$ cat src/core/axrs_pkg.sv
// Shared constants for the AXI4 RAM slave read path and write response
package axrs_pkg;
    // *********************************************
    // Bus geometry
    // *********************************************
    localparam int AXRS_ADDR_W = 32;       // Read address width
    localparam int AXRS_LEN_W = 8;         // Burst length field width
    localparam int AXRS_SIZE_W = 3;        // Transfer size field width
    localparam int AXRS_ID_W_DEF = 4;      // Default ID width, 1 to 16 allowed
    localparam int AXRS_ID_W_MAX = 16;     // Widest ID the block accepts
    localparam int AXRS_DATA_W_DEF = 32;   // Default read data width
    localparam int AXRS_FIFO_DEPTH = 32;   // Read data buffer depth in beats

    // *********************************************
    // Encodings
    // *********************************************
    localparam logic [1:0] AXRS_RESP_OKAY = 2'h0;    // Normal access done
    localparam logic [1:0] AXRS_BURST_FIXED = 2'h0;  // Fixed address burst
    localparam logic [1:0] AXRS_BURST_INCR = 2'h1;   // Incrementing burst
    localparam logic [1:0] AXRS_BURST_WRAP = 2'h2;   // Wrapping burst
endpackage

$ cat src/core/axrs_if.sv
// Read address, read data and write response channels between master and slave
`timescale 1ns/1ps
interface axrs_if #(
    parameter int ID_W = 4,
    parameter int DATA_W = 32
);
    // Read address channel
    logic [ID_W-1:0] arid;
    logic [31:0] araddr;
    logic [7:0] arlen;
    logic [2:0] arsize;
    logic [1:0] arburst;
    logic arvalid;
    logic arready;
    // Read data channel
    logic [ID_W-1:0] rid;
    logic [DATA_W-1:0] rdata;
    logic [1:0] rresp;
    logic rlast;
    logic rvalid;
    logic rready;
    // Write response channel
    logic [ID_W-1:0] bid;
    logic [1:0] bresp;
    logic bvalid;
    logic bready;

    // Memory side end
    modport dev (
        input arid, araddr, arlen, arsize, arburst, arvalid, rready, bready,
        output arready, rid, rdata, rresp, rlast, rvalid, bid, bresp, bvalid
    );
    // Bus master end
    modport mst (
        output arid, araddr, arlen, arsize, arburst, arvalid, rready, bready,
        input arready, rid, rdata, rresp, rlast, rvalid, bid, bresp, bvalid
    );
endinterface

$ cat src/core/axrs_slave.sv
// RAM-side AXI4 slave: read address, read data and write response channels
//
// How it works
// - Write response code is always OKAY
// - Response code only with memory profile IDs
// - Slave drives BVALID, master drives BREADY
// - Read ID optional, one to 16 bits
// - Only burst start address taken; rest computed
// - Length field plus one beats returned exactly
// - Master never asks size wider than bus
// - Memory profile accepts incrementing or wrapping bursts
// - Register profile treats every burst as incrementing
// - Master holds address stable until ARREADY
// - ARREADY high only when address can be taken
// - Read ID echoes the address ID
// - Read data width set by parameter
// - Read response always OKAY, memory profile only
// - RLAST on final beat only
// - RVALID high only while read data present
// - Master drives RREADY when it takes data
// - Write response ID echoes write address ID
`timescale 1ns/1ps
module axrs_slave
    import axrs_pkg::*;
#(
    parameter int DATA_W = AXRS_DATA_W_DEF,     // 32..256, or 8..256 register style
    parameter int ID_W = AXRS_ID_W_DEF,         // 1..16
    parameter bit MEM_PROFILE = 1'b1,           // 1 memory profile, 0 register style
    parameter bit ID_EN = 1'b1,                 // IDs and response codes present, memory profile only
    parameter int FIFO_DEPTH = AXRS_FIFO_DEPTH  // Read data buffer depth
) (
    // Clock and reset
    input wire logic clk,
    input wire logic rst_n,
    // Bus side
    axrs_if.dev bus,
    // RAM read port, data one cycle after the enable
    output logic mem_en,
    output logic [AXRS_ADDR_W-1:0] mem_addr,
    input wire logic [DATA_W-1:0] mem_rdata,
    // Write completion from the write path
    input wire logic wr_done_valid,
    input wire logic [ID_W-1:0] wr_done_id,
    output logic wr_done_ready
);
    // *********************************************
    // Derived constants
    // *********************************************
    localparam int LW = $clog2(FIFO_DEPTH+1);
    localparam int FW = ID_W + 1 + DATA_W;     // Buffer entry: id, last, data
    localparam bit IDS_ON = MEM_PROFILE && ID_EN;
    // Full bus width as a size code
    localparam logic [AXRS_SIZE_W-1:0] BUS_SIZE = AXRS_SIZE_W'($clog2(DATA_W/8));

    typedef enum logic [0:0] {AXRS_IDLE, AXRS_BURST} axrs_state_t;

    // *********************************************
    // Burst state
    // *********************************************
    axrs_state_t state_reg;                    // Idle or walking a burst
    axrs_state_t state_next;
    logic [AXRS_ADDR_W-1:0] addr_reg;          // Address of next beat
    logic [AXRS_ADDR_W-1:0] addr_next;
    logic [AXRS_ADDR_W-1:0] wrap_mask_reg;     // Total burst bytes minus one
    logic [AXRS_LEN_W-1:0] left_reg;           // Beats left after this one
    logic [AXRS_SIZE_W-1:0] size_reg;          // Bytes per beat as a code
    logic [1:0] burst_reg;                     // Type in effect for the burst
    logic [ID_W-1:0] id_reg;                   // ID of the burst in flight
    // RAM read in flight
    logic pend_reg;                            // RAM data arrives this cycle
    logic pend_last_reg;                       // That beat ends the burst
    logic [ID_W-1:0] pend_id_reg;              // That beat's ID
    // Write response
    logic bvalid_reg;
    logic [ID_W-1:0] bid_reg;

    // *********************************************
    // Request decode
    // *********************************************
    wire ar_take;                              // Address handshake this cycle
    wire [AXRS_SIZE_W-1:0] req_size;
    wire [1:0] req_burst;
    wire [ID_W-1:0] req_id;
    wire [AXRS_ADDR_W-1:0] req_total;          // Bytes in the whole burst
    wire room;                                 // Buffer has space counting flight
    wire issue;                                // Read one beat from the RAM
    wire last_beat;
    wire [LW-1:0] fifo_level;
    wire fifo_in_ready;
    wire fifo_out_valid;
    wire [FW-1:0] fifo_out_data;

    // Only idle accepts an address, so control is sampled exactly once
    assign bus.arready = (state_reg == AXRS_IDLE);
    assign ar_take = bus.arvalid && bus.arready;
    // Size absent in register style: beats use the full bus width
    assign req_size = MEM_PROFILE ? bus.arsize : BUS_SIZE;
    // Register style has no type input and always increments
    assign req_burst = MEM_PROFILE ? bus.arburst : AXRS_BURST_INCR;
    assign req_id = IDS_ON ? bus.arid : '0;
    // Wrap window is length field plus one, times beat size
    assign req_total = ({24'h0, bus.arlen} + 32'h1) << req_size;

    // One RAM read may be in flight, so leave room for it before issuing
    assign room = (32'(fifo_level) + 32'(pend_reg)) < 32'(FIFO_DEPTH);
    assign issue = (state_reg == AXRS_BURST) && room && fifo_in_ready;
    assign last_beat = (left_reg == '0);
    assign mem_en = issue;
    assign mem_addr = addr_reg;

    // *********************************************
    // Next address
    // *********************************************
    wire [AXRS_ADDR_W-1:0] beat_bytes;
    wire [AXRS_ADDR_W-1:0] aligned;
    wire [AXRS_ADDR_W-1:0] incr_addr;
    wire [AXRS_ADDR_W-1:0] wrap_addr;

    assign beat_bytes = 32'h1 << size_reg;
    // After the first beat every address is size aligned
    assign aligned = addr_reg & ~(beat_bytes - 32'h1);
    assign incr_addr = aligned + beat_bytes;
    // Stay inside the window, folding back to its base at the top
    assign wrap_addr = (addr_reg & ~wrap_mask_reg) | (incr_addr & wrap_mask_reg);
    // Fixed code is not a supported type here and is walked as incrementing
    assign addr_next = (burst_reg == AXRS_BURST_WRAP) ? wrap_addr : incr_addr;

    // Burst sequencing
    always_comb begin
        state_next = state_reg;
        case (state_reg)
            AXRS_IDLE: begin
                if (ar_take) begin
                    state_next = AXRS_BURST;
                end
            end
            AXRS_BURST: begin
                // Exactly length plus one beats, then free for the next address
                if (issue && last_beat) begin
                    state_next = AXRS_IDLE;
                end
            end
            default: begin
                state_next = AXRS_IDLE;
            end
        endcase
    end

    // Burst registers load on the handshake and step on each issued beat
    always_ff @(posedge clk or negedge rst_n) begin
        if (!rst_n) begin
            state_reg <= AXRS_IDLE;
            addr_reg <= '0;
            wrap_mask_reg <= '0;
            left_reg <= '0;
            size_reg <= '0;
            burst_reg <= AXRS_BURST_INCR;
            id_reg <= '0;
        end else begin
            state_reg <= state_next;
            if (ar_take) begin
                addr_reg <= bus.araddr;
                wrap_mask_reg <= req_total - 32'h1;
                left_reg <= bus.arlen;
                size_reg <= req_size;
                burst_reg <= req_burst;
                id_reg <= req_id;
            end else if (issue) begin
                addr_reg <= addr_next;
                left_reg <= left_reg - 8'h1;
            end
        end
    end

    // Tag the RAM read so its data lands in the buffer with id and last
    always_ff @(posedge clk or negedge rst_n) begin
        if (!rst_n) begin
            pend_reg <= 1'b0;
            pend_last_reg <= 1'b0;
            pend_id_reg <= '0;
        end else begin
            pend_reg <= issue;
            pend_last_reg <= issue && last_beat;
            pend_id_reg <= id_reg;
        end
    end

    // *********************************************
    // Read data buffer
    // *********************************************
    // Space was reserved at issue, so the push never meets a full buffer
    axrs_fifo #(
        .W(FW),
        .DEPTH(FIFO_DEPTH)
    ) u_rbuf (
        .clk(clk),
        .rst_n(rst_n),
        .in_valid(pend_reg),
        .in_ready(fifo_in_ready),
        .in_data({pend_id_reg, pend_last_reg, mem_rdata}),
        .out_valid(fifo_out_valid),
        .out_ready(bus.rready),
        .out_data(fifo_out_data),
        .level(fifo_level)
    );

    // Buffer head holds still until taken, so the beat stays stable
    assign bus.rvalid = fifo_out_valid;
    assign bus.rdata = fifo_out_data[DATA_W-1:0];
    assign bus.rlast = fifo_out_data[DATA_W];
    assign bus.rid = IDS_ON ? fifo_out_data[FW-1:DATA_W+1] : '0;
    // Without IDs the response is not provided and reads as zero
    assign bus.rresp = AXRS_RESP_OKAY;

    // *********************************************
    // Write response
    // *********************************************
    // A new completion is taken when the slot is empty or being emptied
    assign wr_done_ready = !bvalid_reg || bus.bready;

    always_ff @(posedge clk or negedge rst_n) begin
        if (!rst_n) begin
            bvalid_reg <= 1'b0;
            bid_reg <= '0;
        end else begin
            if (wr_done_valid && wr_done_ready) begin
                bvalid_reg <= 1'b1;
                bid_reg <= IDS_ON ? wr_done_id : '0;
            end else if (bus.bready) begin
                bvalid_reg <= 1'b0;
            end
        end
    end

    assign bus.bvalid = bvalid_reg;
    assign bus.bid = bid_reg;
    // Never an error code; absent without IDs, so it stays at zero
    assign bus.bresp = AXRS_RESP_OKAY;
endmodule // axrs_slave

$ cat src/core/axrs_fifo.sv
// Flip-flop FIFO with valid and ready on both sides and a fill level
`timescale 1ns/1ps
module axrs_fifo #(
    parameter int W = 32,
    parameter int DEPTH = 32
) (
    // Clock and reset
    input wire logic clk,
    input wire logic rst_n,
    // Fill side
    input wire logic in_valid,
    output logic in_ready,
    input wire logic [W-1:0] in_data,
    // Drain side
    output logic out_valid,
    input wire logic out_ready,
    output logic [W-1:0] out_data,
    // Entries held
    output logic [$clog2(DEPTH+1)-1:0] level
);
    localparam int PW = $clog2(DEPTH);
    localparam int LW = $clog2(DEPTH+1);

    logic [W-1:0] store_reg [DEPTH];   // Entries, no reset needed
    logic [PW-1:0] wr_ptr_reg;         // Next slot to fill
    logic [PW-1:0] rd_ptr_reg;         // Oldest slot
    logic [LW-1:0] level_reg;          // Number of entries held
    logic push;
    logic pop;

    // *********************************************
    // Handshakes
    // *********************************************
    assign in_ready = (level_reg != LW'(DEPTH));
    assign out_valid = (level_reg != '0);
    assign push = in_valid && in_ready;
    assign pop = out_valid && out_ready;
    assign out_data = store_reg[rd_ptr_reg];
    assign level = level_reg;

    // Storage, one write port per entry
    for (genvar i = 0; i < DEPTH; i++) begin : g_entry
        always_ff @(posedge clk) begin
            if (push && wr_ptr_reg == PW'(i)) begin
                store_reg[i] <= in_data;
            end
        end
    end

    // Pointers wrap back to zero after slot DEPTH-1, so the depth need not be a power of two
    always_ff @(posedge clk or negedge rst_n) begin
        if (!rst_n) begin
            wr_ptr_reg <= '0;
            rd_ptr_reg <= '0;
            level_reg <= '0;
        end else begin
            if (push) begin
                wr_ptr_reg <= (wr_ptr_reg == PW'(DEPTH-1)) ? '0 : wr_ptr_reg + 1'b1;
            end
            if (pop) begin
                rd_ptr_reg <= (rd_ptr_reg == PW'(DEPTH-1)) ? '0 : rd_ptr_reg + 1'b1;
            end
            level_reg <= level_reg + LW'(push) - LW'(pop);
        end
    end
endmodule // axrs_fifo

$ cat src/flat_wrapper.sv
// flat-port wrapper written by rule: the top's interface ports become plain ports
module axrs_slave_flat import axrs_pkg::*;
#(
    parameter int DATA_W = AXRS_DATA_W_DEF,                                         
    parameter int ID_W = AXRS_ID_W_DEF,                 
    parameter bit MEM_PROFILE = 1'b1,                                                
    parameter bit ID_EN = 1'b1,                                                                       
    parameter int FIFO_DEPTH = AXRS_FIFO_DEPTH                           
)
  (clk, rst_n, mem_en, mem_addr, mem_rdata, wr_done_valid, wr_done_id, wr_done_ready, bus_arid, bus_araddr, bus_arlen, bus_arsize, bus_arburst, bus_arvalid, bus_rready, bus_bready, bus_arready, bus_rid, bus_rdata, bus_rresp, bus_rlast, bus_rvalid, bus_bid, bus_bresp, bus_bvalid);
  axrs_if #(.ID_W(ID_W), .DATA_W(DATA_W)) bus_i ();
  input wire logic clk;
  input wire logic rst_n;
  output logic mem_en;
  output logic [AXRS_ADDR_W-1:0] mem_addr;
  input wire logic [DATA_W-1:0] mem_rdata;
  input wire logic wr_done_valid;
  input wire logic [ID_W-1:0] wr_done_id;
  output logic wr_done_ready;
  input wire logic [$bits(bus_i.arid)-1:0] bus_arid;
  input wire logic [$bits(bus_i.araddr)-1:0] bus_araddr;
  input wire logic [$bits(bus_i.arlen)-1:0] bus_arlen;
  input wire logic [$bits(bus_i.arsize)-1:0] bus_arsize;
  input wire logic [$bits(bus_i.arburst)-1:0] bus_arburst;
  input wire logic [$bits(bus_i.arvalid)-1:0] bus_arvalid;
  input wire logic [$bits(bus_i.rready)-1:0] bus_rready;
  input wire logic [$bits(bus_i.bready)-1:0] bus_bready;
  output wire logic [$bits(bus_i.arready)-1:0] bus_arready;
  output wire logic [$bits(bus_i.rid)-1:0] bus_rid;
  output wire logic [$bits(bus_i.rdata)-1:0] bus_rdata;
  output wire logic [$bits(bus_i.rresp)-1:0] bus_rresp;
  output wire logic [$bits(bus_i.rlast)-1:0] bus_rlast;
  output wire logic [$bits(bus_i.rvalid)-1:0] bus_rvalid;
  output wire logic [$bits(bus_i.bid)-1:0] bus_bid;
  output wire logic [$bits(bus_i.bresp)-1:0] bus_bresp;
  output wire logic [$bits(bus_i.bvalid)-1:0] bus_bvalid;
  assign bus_i.arid = bus_arid;
  assign bus_i.araddr = bus_araddr;
  assign bus_i.arlen = bus_arlen;
  assign bus_i.arsize = bus_arsize;
  assign bus_i.arburst = bus_arburst;
  assign bus_i.arvalid = bus_arvalid;
  assign bus_i.rready = bus_rready;
  assign bus_i.bready = bus_bready;
  assign bus_arready = bus_i.arready;
  assign bus_rid = bus_i.rid;
  assign bus_rdata = bus_i.rdata;
  assign bus_rresp = bus_i.rresp;
  assign bus_rlast = bus_i.rlast;
  assign bus_rvalid = bus_i.rvalid;
  assign bus_bid = bus_i.bid;
  assign bus_bresp = bus_i.bresp;
  assign bus_bvalid = bus_i.bvalid;
  axrs_slave #(.DATA_W(DATA_W), .ID_W(ID_W), .MEM_PROFILE(MEM_PROFILE), .ID_EN(ID_EN), .FIFO_DEPTH(FIFO_DEPTH)) u_core (.clk(clk), .rst_n(rst_n), .bus(bus_i), .mem_en(mem_en), .mem_addr(mem_addr), .mem_rdata(mem_rdata), .wr_done_valid(wr_done_valid), .wr_done_id(wr_done_id), .wr_done_ready(wr_done_ready));
endmodule
$ cat config.mk
export PLATFORM = sky130hd
export DESIGN_NAME = axrs_slave_flat
export DESIGN_NICKNAME = d
export VERILOG_FILES = /design/src/core/axrs_pkg.sv /design/src/core/axrs_if.sv /design/src/core/axrs_slave.sv /design/src/core/axrs_fifo.sv /design/src/flat_wrapper.sv
export SDC_FILE = /design/constraint.sdc
export NUM_CORES = 2
export LEC_CHECK = 0
export BUFFER_PORTS_ARGS = -buffer_cell sky130_fd_sc_hd__buf_2
export CORE_ASPECT_RATIO = 0.7
export CORE_UTILIZATION = 55
export DETAILED_ROUTE_END_ITERATION = 8
export GPL_TIMING_DRIVEN = 0
export PLACE_DENSITY = 0.79
export SLEW_MARGIN = 30
export SYNTH_ARGS = -nofsm -noshare
export SYNTH_HDL_FRONTEND = slang
export SYNTH_SLANG_ARGS = --single-unit
$ cat constraint.sdc
create_clock -name clk -period 9.07 [get_ports clk]
set_input_delay 2.721 -clock clk [delete_from_list [all_inputs] [get_ports clk]]
set_output_delay 2.721 -clock clk [all_outputs]
set_load 0.01 [all_outputs]
=== Word level (Yosys, flattened, before mapping) ===
Memories as Yosys holds them, arrays and structs flattened.
Index checks and enable logic that the tools add are counted.

* Flip-flop bits (word level): 109
* RAM bits: 1184
* Input bits: 91
* Memories: 1

* Add/subtract/negate cells: 10
* Magnitude comparators: 1
* Eq/ne operators: 34
* Shift operators: 2
* Muxes and demuxes: 169
* Bitwise gates (word level): 7
* Reductions and logical operators: 77

{| class="wikitable"
|+ Memory list
! name !! words !! bits a word !! read ports !! clocked after Yosys merged registers in !! write ports !! RTL line !! RTL
|-
| u_core.u_rbuf.store_reg || 32 || 37 || 1 || 0 || 1 || axrs_fifo.sv:24 || <nowiki>logic [W-1:0] store_reg [DEPTH];</nowiki>
|}

{| class="wikitable"
|+ Operators with widths
! operator !! count
|-
| 37-bit two-way mux || 31
|-
| 37-bit OR reduction || 31
|-
| 5-bit two-way mux || 33
|-
| 1-bit two-way mux || 99
|-
| 32-bit bitwise AND || 3
|-
| 32-bit two-way mux || 3
|-
| 5-bit == test (second input constant) || 17
|-
| 32-bit NOT || 2
|-
| 32-bit by 1-bit subtractor with 32-bit output (second input constant) || 2
|-
| 5-bit by 4-bit == test with 1-bit output (second input constant) || 8
|-
| 1-bit logical AND || 39
|-
| 32-bit adder || 1
|-
| 32-bit by 6-bit less-than comparator with 1-bit output (second input constant) || 1
|-
| 32-bit bitwise OR || 1
|-
| 1-bit by 3-bit << shifter with 32-bit output (first input constant) || 1
|-
| 32-bit by 3-bit << shifter with 32-bit output || 1
|-
| 5-bit by 3-bit == test with 1-bit output (second input constant) || 4
|-
| 8-bit two-way mux || 2
|-
| 5-bit by 1-bit adder with 5-bit output (second input constant) || 2
|-
| 5-bit by 2-bit == test with 1-bit output (second input constant) || 2
|-
| 8-bit by 1-bit adder with 9-bit output (second input constant) || 1
|-
| 8-bit logical NOT || 1
|-
| 8-bit by 1-bit subtractor with 8-bit output (second input constant) || 1
|-
| 6-bit by 1-bit adder with 7-bit output || 1
|-
| other kinds (12) || 13
|}

=== Depth between registers and ports, before layout ===
* Depth after elaboration: 37
* Depth in mapped cells: 17
* Depth with buffers taken out: 16

=== By module ===
From an unflattened synthesis, not the netlist that was laid out.

* Cell total of the unflattened synthesis: 3200
* Area total of the unflattened synthesis: 52545.4 um^2

{| class="wikitable"
|+ By module, submodules not included
! module !! instances !! cells an instance !! area each (um^2) !! seq. area each (um^2)
|-
| axrs_fifo || 1 || 2474 || 46510.9 || 35954.5
|-
| axrs_slave || 1 || 726 || 6034.5 || 2303.5
|}

=== Worst setup path after synthesis ===
No wires, ideal clock.

* Path kind: in2out
* Start point: input port bus_bready
* End point: output port wr_done_ready
* Arrival time: 2904 ps
* Data required time: 6349 ps
* Setup slack: 3445 ps
* Stages on the path: 1
* Buffers on the path: 0
* Cells stage by stage: nand2b_1

* Cells in the longest elaborated chain, start to end: 1

{| class="wikitable"
|+ Ends and longest elaborated chain
! element !! RTL line !! RTL
|-
| start, declared || flat_wrapper.sv:27 || <nowiki>input wire logic [$bits(bus_i.bready)-1:0] bus_bready;</nowiki>
|-
| 1-bit logical OR || axrs_slave.sv:219 || <nowiki>assign wr_done_ready = !bvalid_reg || bus.bready;</nowiki>
|-
| end, declared || flat_wrapper.sv:19 || <nowiki>output logic wr_done_ready;</nowiki>
|}

Every way passes these cells.

=== Worst setup path after layout ===
* Start point: register u_core.u_rbuf.rd_ptr_reg[0]
* End point: output port bus_rid[3]

* Cells in the longest elaborated chain, start to end: 1

{| class="wikitable"
|+ Ends and longest elaborated chain
! element !! RTL line !! RTL
|-
| start, declared || axrs_fifo.sv:26 || <nowiki>logic [PW-1:0] rd_ptr_reg;</nowiki>
|-
| start signal, assigned || axrs_fifo.sv:61 || <nowiki>rd_ptr_reg <= (rd_ptr_reg == PW'(DEPTH-1)) ? '0 : rd_ptr_reg + 1'b1;</nowiki>
|-
| memory read 32 x 37 bit || -- ||
|-
| end, declared || flat_wrapper.sv:29 || <nowiki>output wire logic [$bits(bus_i.rid)-1:0] bus_rid;</nowiki>
|}

Every way passes these cells.

==> results by group <==
Place
  • Cell count after placement: 4,000
  • Port Buffers: roughly 160
  • GPL Wtd Cong: 0.9076
  • Dpl hpwl: 89.73 mm

Clocking
  • Root buffer cell: clkbuf_16
  • Max Buffers Root-to-Sink: 3
  • Num Clock Sinks: about 1,300
  • Postcts setup bufs: 0
  • Post-CTS sizing: 0
  • CTS H-Tree Depth: 3
  • Hold-fix buffers, CTS: 0
  • TritonCTS clock tree: yes
  • CTS Buf Count: 111
  • Worst-path clk slew: 0.07 ns
  • Clock latency on the worst-skew pair: 0.74 ns

Cells and area
  • Layout Nets: ~3,000
  • Area Growth Syn to Fin: 15.90%
  • Commonest non-fill, non-tap cell in the layout: edfxtp_1
  • Max FFs per register: 1,184
  • Most frequent cells in the layout: edfxtp_1 (1,184), mux4_2 (370), buf_2 (187)
  • Share of cells above drive strength 1: 32.27%
  • Non-Filler Instances: 4,204

Job
  • Max-capacitance violation count: 0

Drt
  • Initial DRC count: 5,077
  • Routed vias: slightly below 30,000
  • Drt drc: 20
  • Final ANT Viol Nets: 0
  • 1st-pass router iterations: 9
  • Vias per std cell: 6.934
  • WL per Instance: about 35 um
  • Total Wirelength: 149.2 mm

Global routing
  • Vias in the first global route: 29,197
  • Pin count of the biggest net entering global routing: 91
  • Initial antenna violation count: 2
  • Gr ovfl total: 0
  • First-pass GRT wire length: 211.0 mm
  • Total track usage: 31.53%

Power
  • VDD IR max: 0.2289 mV
  • Static leakage: approximately 20 nW
  • PwrDens: 291.9 nW/um^2

Logic synthesis
  • Syn Inst Count: 2,527
  • Ys async rst share: 8.359%
  • Mean Syn Cell Area: between 20 and 25 um^2
  • Post-synth EDFFs: 1,184
  • Ys flop type: edfxtp_1
  • Synth warn: 0
  • Netlist cell types: 92
  • Yosys reg bits: approximately 1,300
  • Syn Std Cell Area: 51,860 um^2
  • Register area share after synthesis: about three quarters

Hold path
  • Hold depth: 0
  • Min-Delay Startpoint: u_core.id_reg[1]$_DFFE_PN0P_
  • Hold Path Class: flip-flop to flip-flop
  • Sink of the worst hold path: u_core.pend_id_reg[1]$_DFF_PN0_

STA
  • Finish-stage setup viols: 0
  • Max Fclk: 137.2 MHz
  • Worst rel slew slack: 27.24%
  • Hold WS: 0.3990 ns
  • Tightest Pin Transition: about 1.1 ns
  • Tmin final: 7.289 ns
  • RSZ-0062 raised after global routing: no
  • Pins over their slew limit: 0
  • Tcrit/Tclk final: 80.36%
  • Final hold vios: 0
  • Setup TNS: 0 ns
  • Clock skew: 0.04458 ns

Critical path
  • Worst path cell trace: buf_2 -> clkbuf_1 -> buf_2 -> mux4_2 -> mux4_2 -> mux2_2 -> buf_2
  • Critical Path Start Type: flip-flop
  • WS Path Type: flip-flop to output pin
  • Max FO, Critical Path: 10
  • Worst reg2reg path startpoint: u_core.u_rbuf.level[2]$_DFF_PN0_
  • Element type at the critical path end: output pin
  • CP required: 6.35 ns
  • Slowest-stage cell, CP: clkbuf_1
  • WP buf/inv: 4
  • Reg2Reg Setup Slack: about 5.1 ns
  • CP dominant cell by count: buf_2
  • Worst path max stage delay: 0.81 ns
  • Worst r2r dst: u_core.u_rbuf.store_reg[10][16]$_DFFE_PP_
  • FF-to-FF path depth: 12
  • Critical path's top delay family: buffers and inverters
  • Crit path DAT: 4.57 ns

Die
  • Chip Width: between 300 and 400 um
  • Initial Utilization: 55.92%
  • Die area: 95,550 um^2
  • Core Region: between 90,000 and 100,000 um^2
  • Vert. Die Dim: 258.9 um
  • Row cnt: 93
  • # IOs: roughly 170

Status
  • Violated checks: DRC
  • Outcome: complete, but fails checks
power breakdown:
| part | total (mW) | leakage [nW] | internal (mW) | switching (mW) |
|---|---|---|---|---|
| combinational | 5.22 | 5.95 | 2.17 | 3.04 |
| clock | 4.91 | 1.75 | 2.64 | 2.28 |
| sequential | 7.42 | 12.0 | 7.08 | 0.337 |
how the worst max path moves through the flow:
stage | cells past startpoint | slack, ns | from | endpoint
floorplan | 1 | 3.44 | bus_bready | wr_done_ready
global placement | 7 | 2.17 | u_core.u_rbuf.rd_ptr_reg[1]$_DFFE_PN0P_ | bus_rdata[0]
detailed placement | 7 | 2.26 | u_core.u_rbuf.rd_ptr_reg[1]$_DFFE_PN0P_ | bus_rdata[19]
CTS | 7 | 1.35 | u_core.u_rbuf.rd_ptr_reg[1]$_DFFE_PN0P_ | bus_rdata[19]
global route | 7 | 1.73 | u_core.u_rbuf.rd_ptr_reg[0]$_DFFE_PN0P_ | bus_rid[0]
finish | 7 | 1.78 | u_core.u_rbuf.rd_ptr_reg[0]$_DFFE_PN0P_ | bus_rid[3]
per-layer routing:
layer	share of wire, %	vias to the layer above	GRT usage (%)
li1	-	11136	-
met1	36	15025	42.78
met2	48	2517	49.45
met3	12	474	7.517
met4	4.7	0	13.70
met5	0	-	0
per-stage QoR:
step           utilization, %  setup WS [ns]  total power [mW]  cell area (um^2)
2_1_floorplan               -          3.445             10.42             51870
3_3_place_gp            58.48          2.166             12.06             54240
3_5_place_dp            60.82          2.256             12.50             56400
4_1_cts                 64.78          1.346             17.48             60080
5_1_grt                 64.81          1.730             17.98             60110
6_report                64.82          1.781             17.55             60110
final cells by class:
class	instances	area, um^2
antenna	3	7.507
buffer	142	695.7
clock buffer	133	2892
clock inverter	68	783.3
fill	5699	32630
inverter	33	128.9
multi-input combinational	1063	13090
sequential	1292	38260
tap	1235	1545
timing repair buffer	235	2706
Yosys cell counts, drive strengths merged, types with 8 or more instances:
library cell  number  area, um^2
xnor2             33       289.0
nor2             105       394.1
mux4             370        8333
o21ai             66       334.1
o211ai            17       127.6
a21oi             43       215.2
clkbuf            87       326.6
a211oi            15       117.6
inv               32       125.1
buf               55       312.8
a21o              11       82.58
ha                29       362.9
nand3             19       107.6
mux2              48       551.8
nor3              27       140.1
and3              16       106.4
edfxtp          1184       35550
dfrtp            107        2678
xor2               8       70.07
nand2            122       478.0
logic make-up after synthesis:
| logic type | count (synthesis) | share of synthesized area, % |
|---|---|---|
| buf+inv | 175 | 1.481 |
| simple gates | 347 | 3.201 |
| xor+xnor | 41 | 0.6924 |
| other cells | 1 | 0.007231 |
| flops | 1292 | 73.77 |
| fa+ha+maj | 30 | 0.7382 |
| compound gates | 216 | 2.847 |
| mux | 425 | 17.27 |
Power figures use the tool's default switching activity.
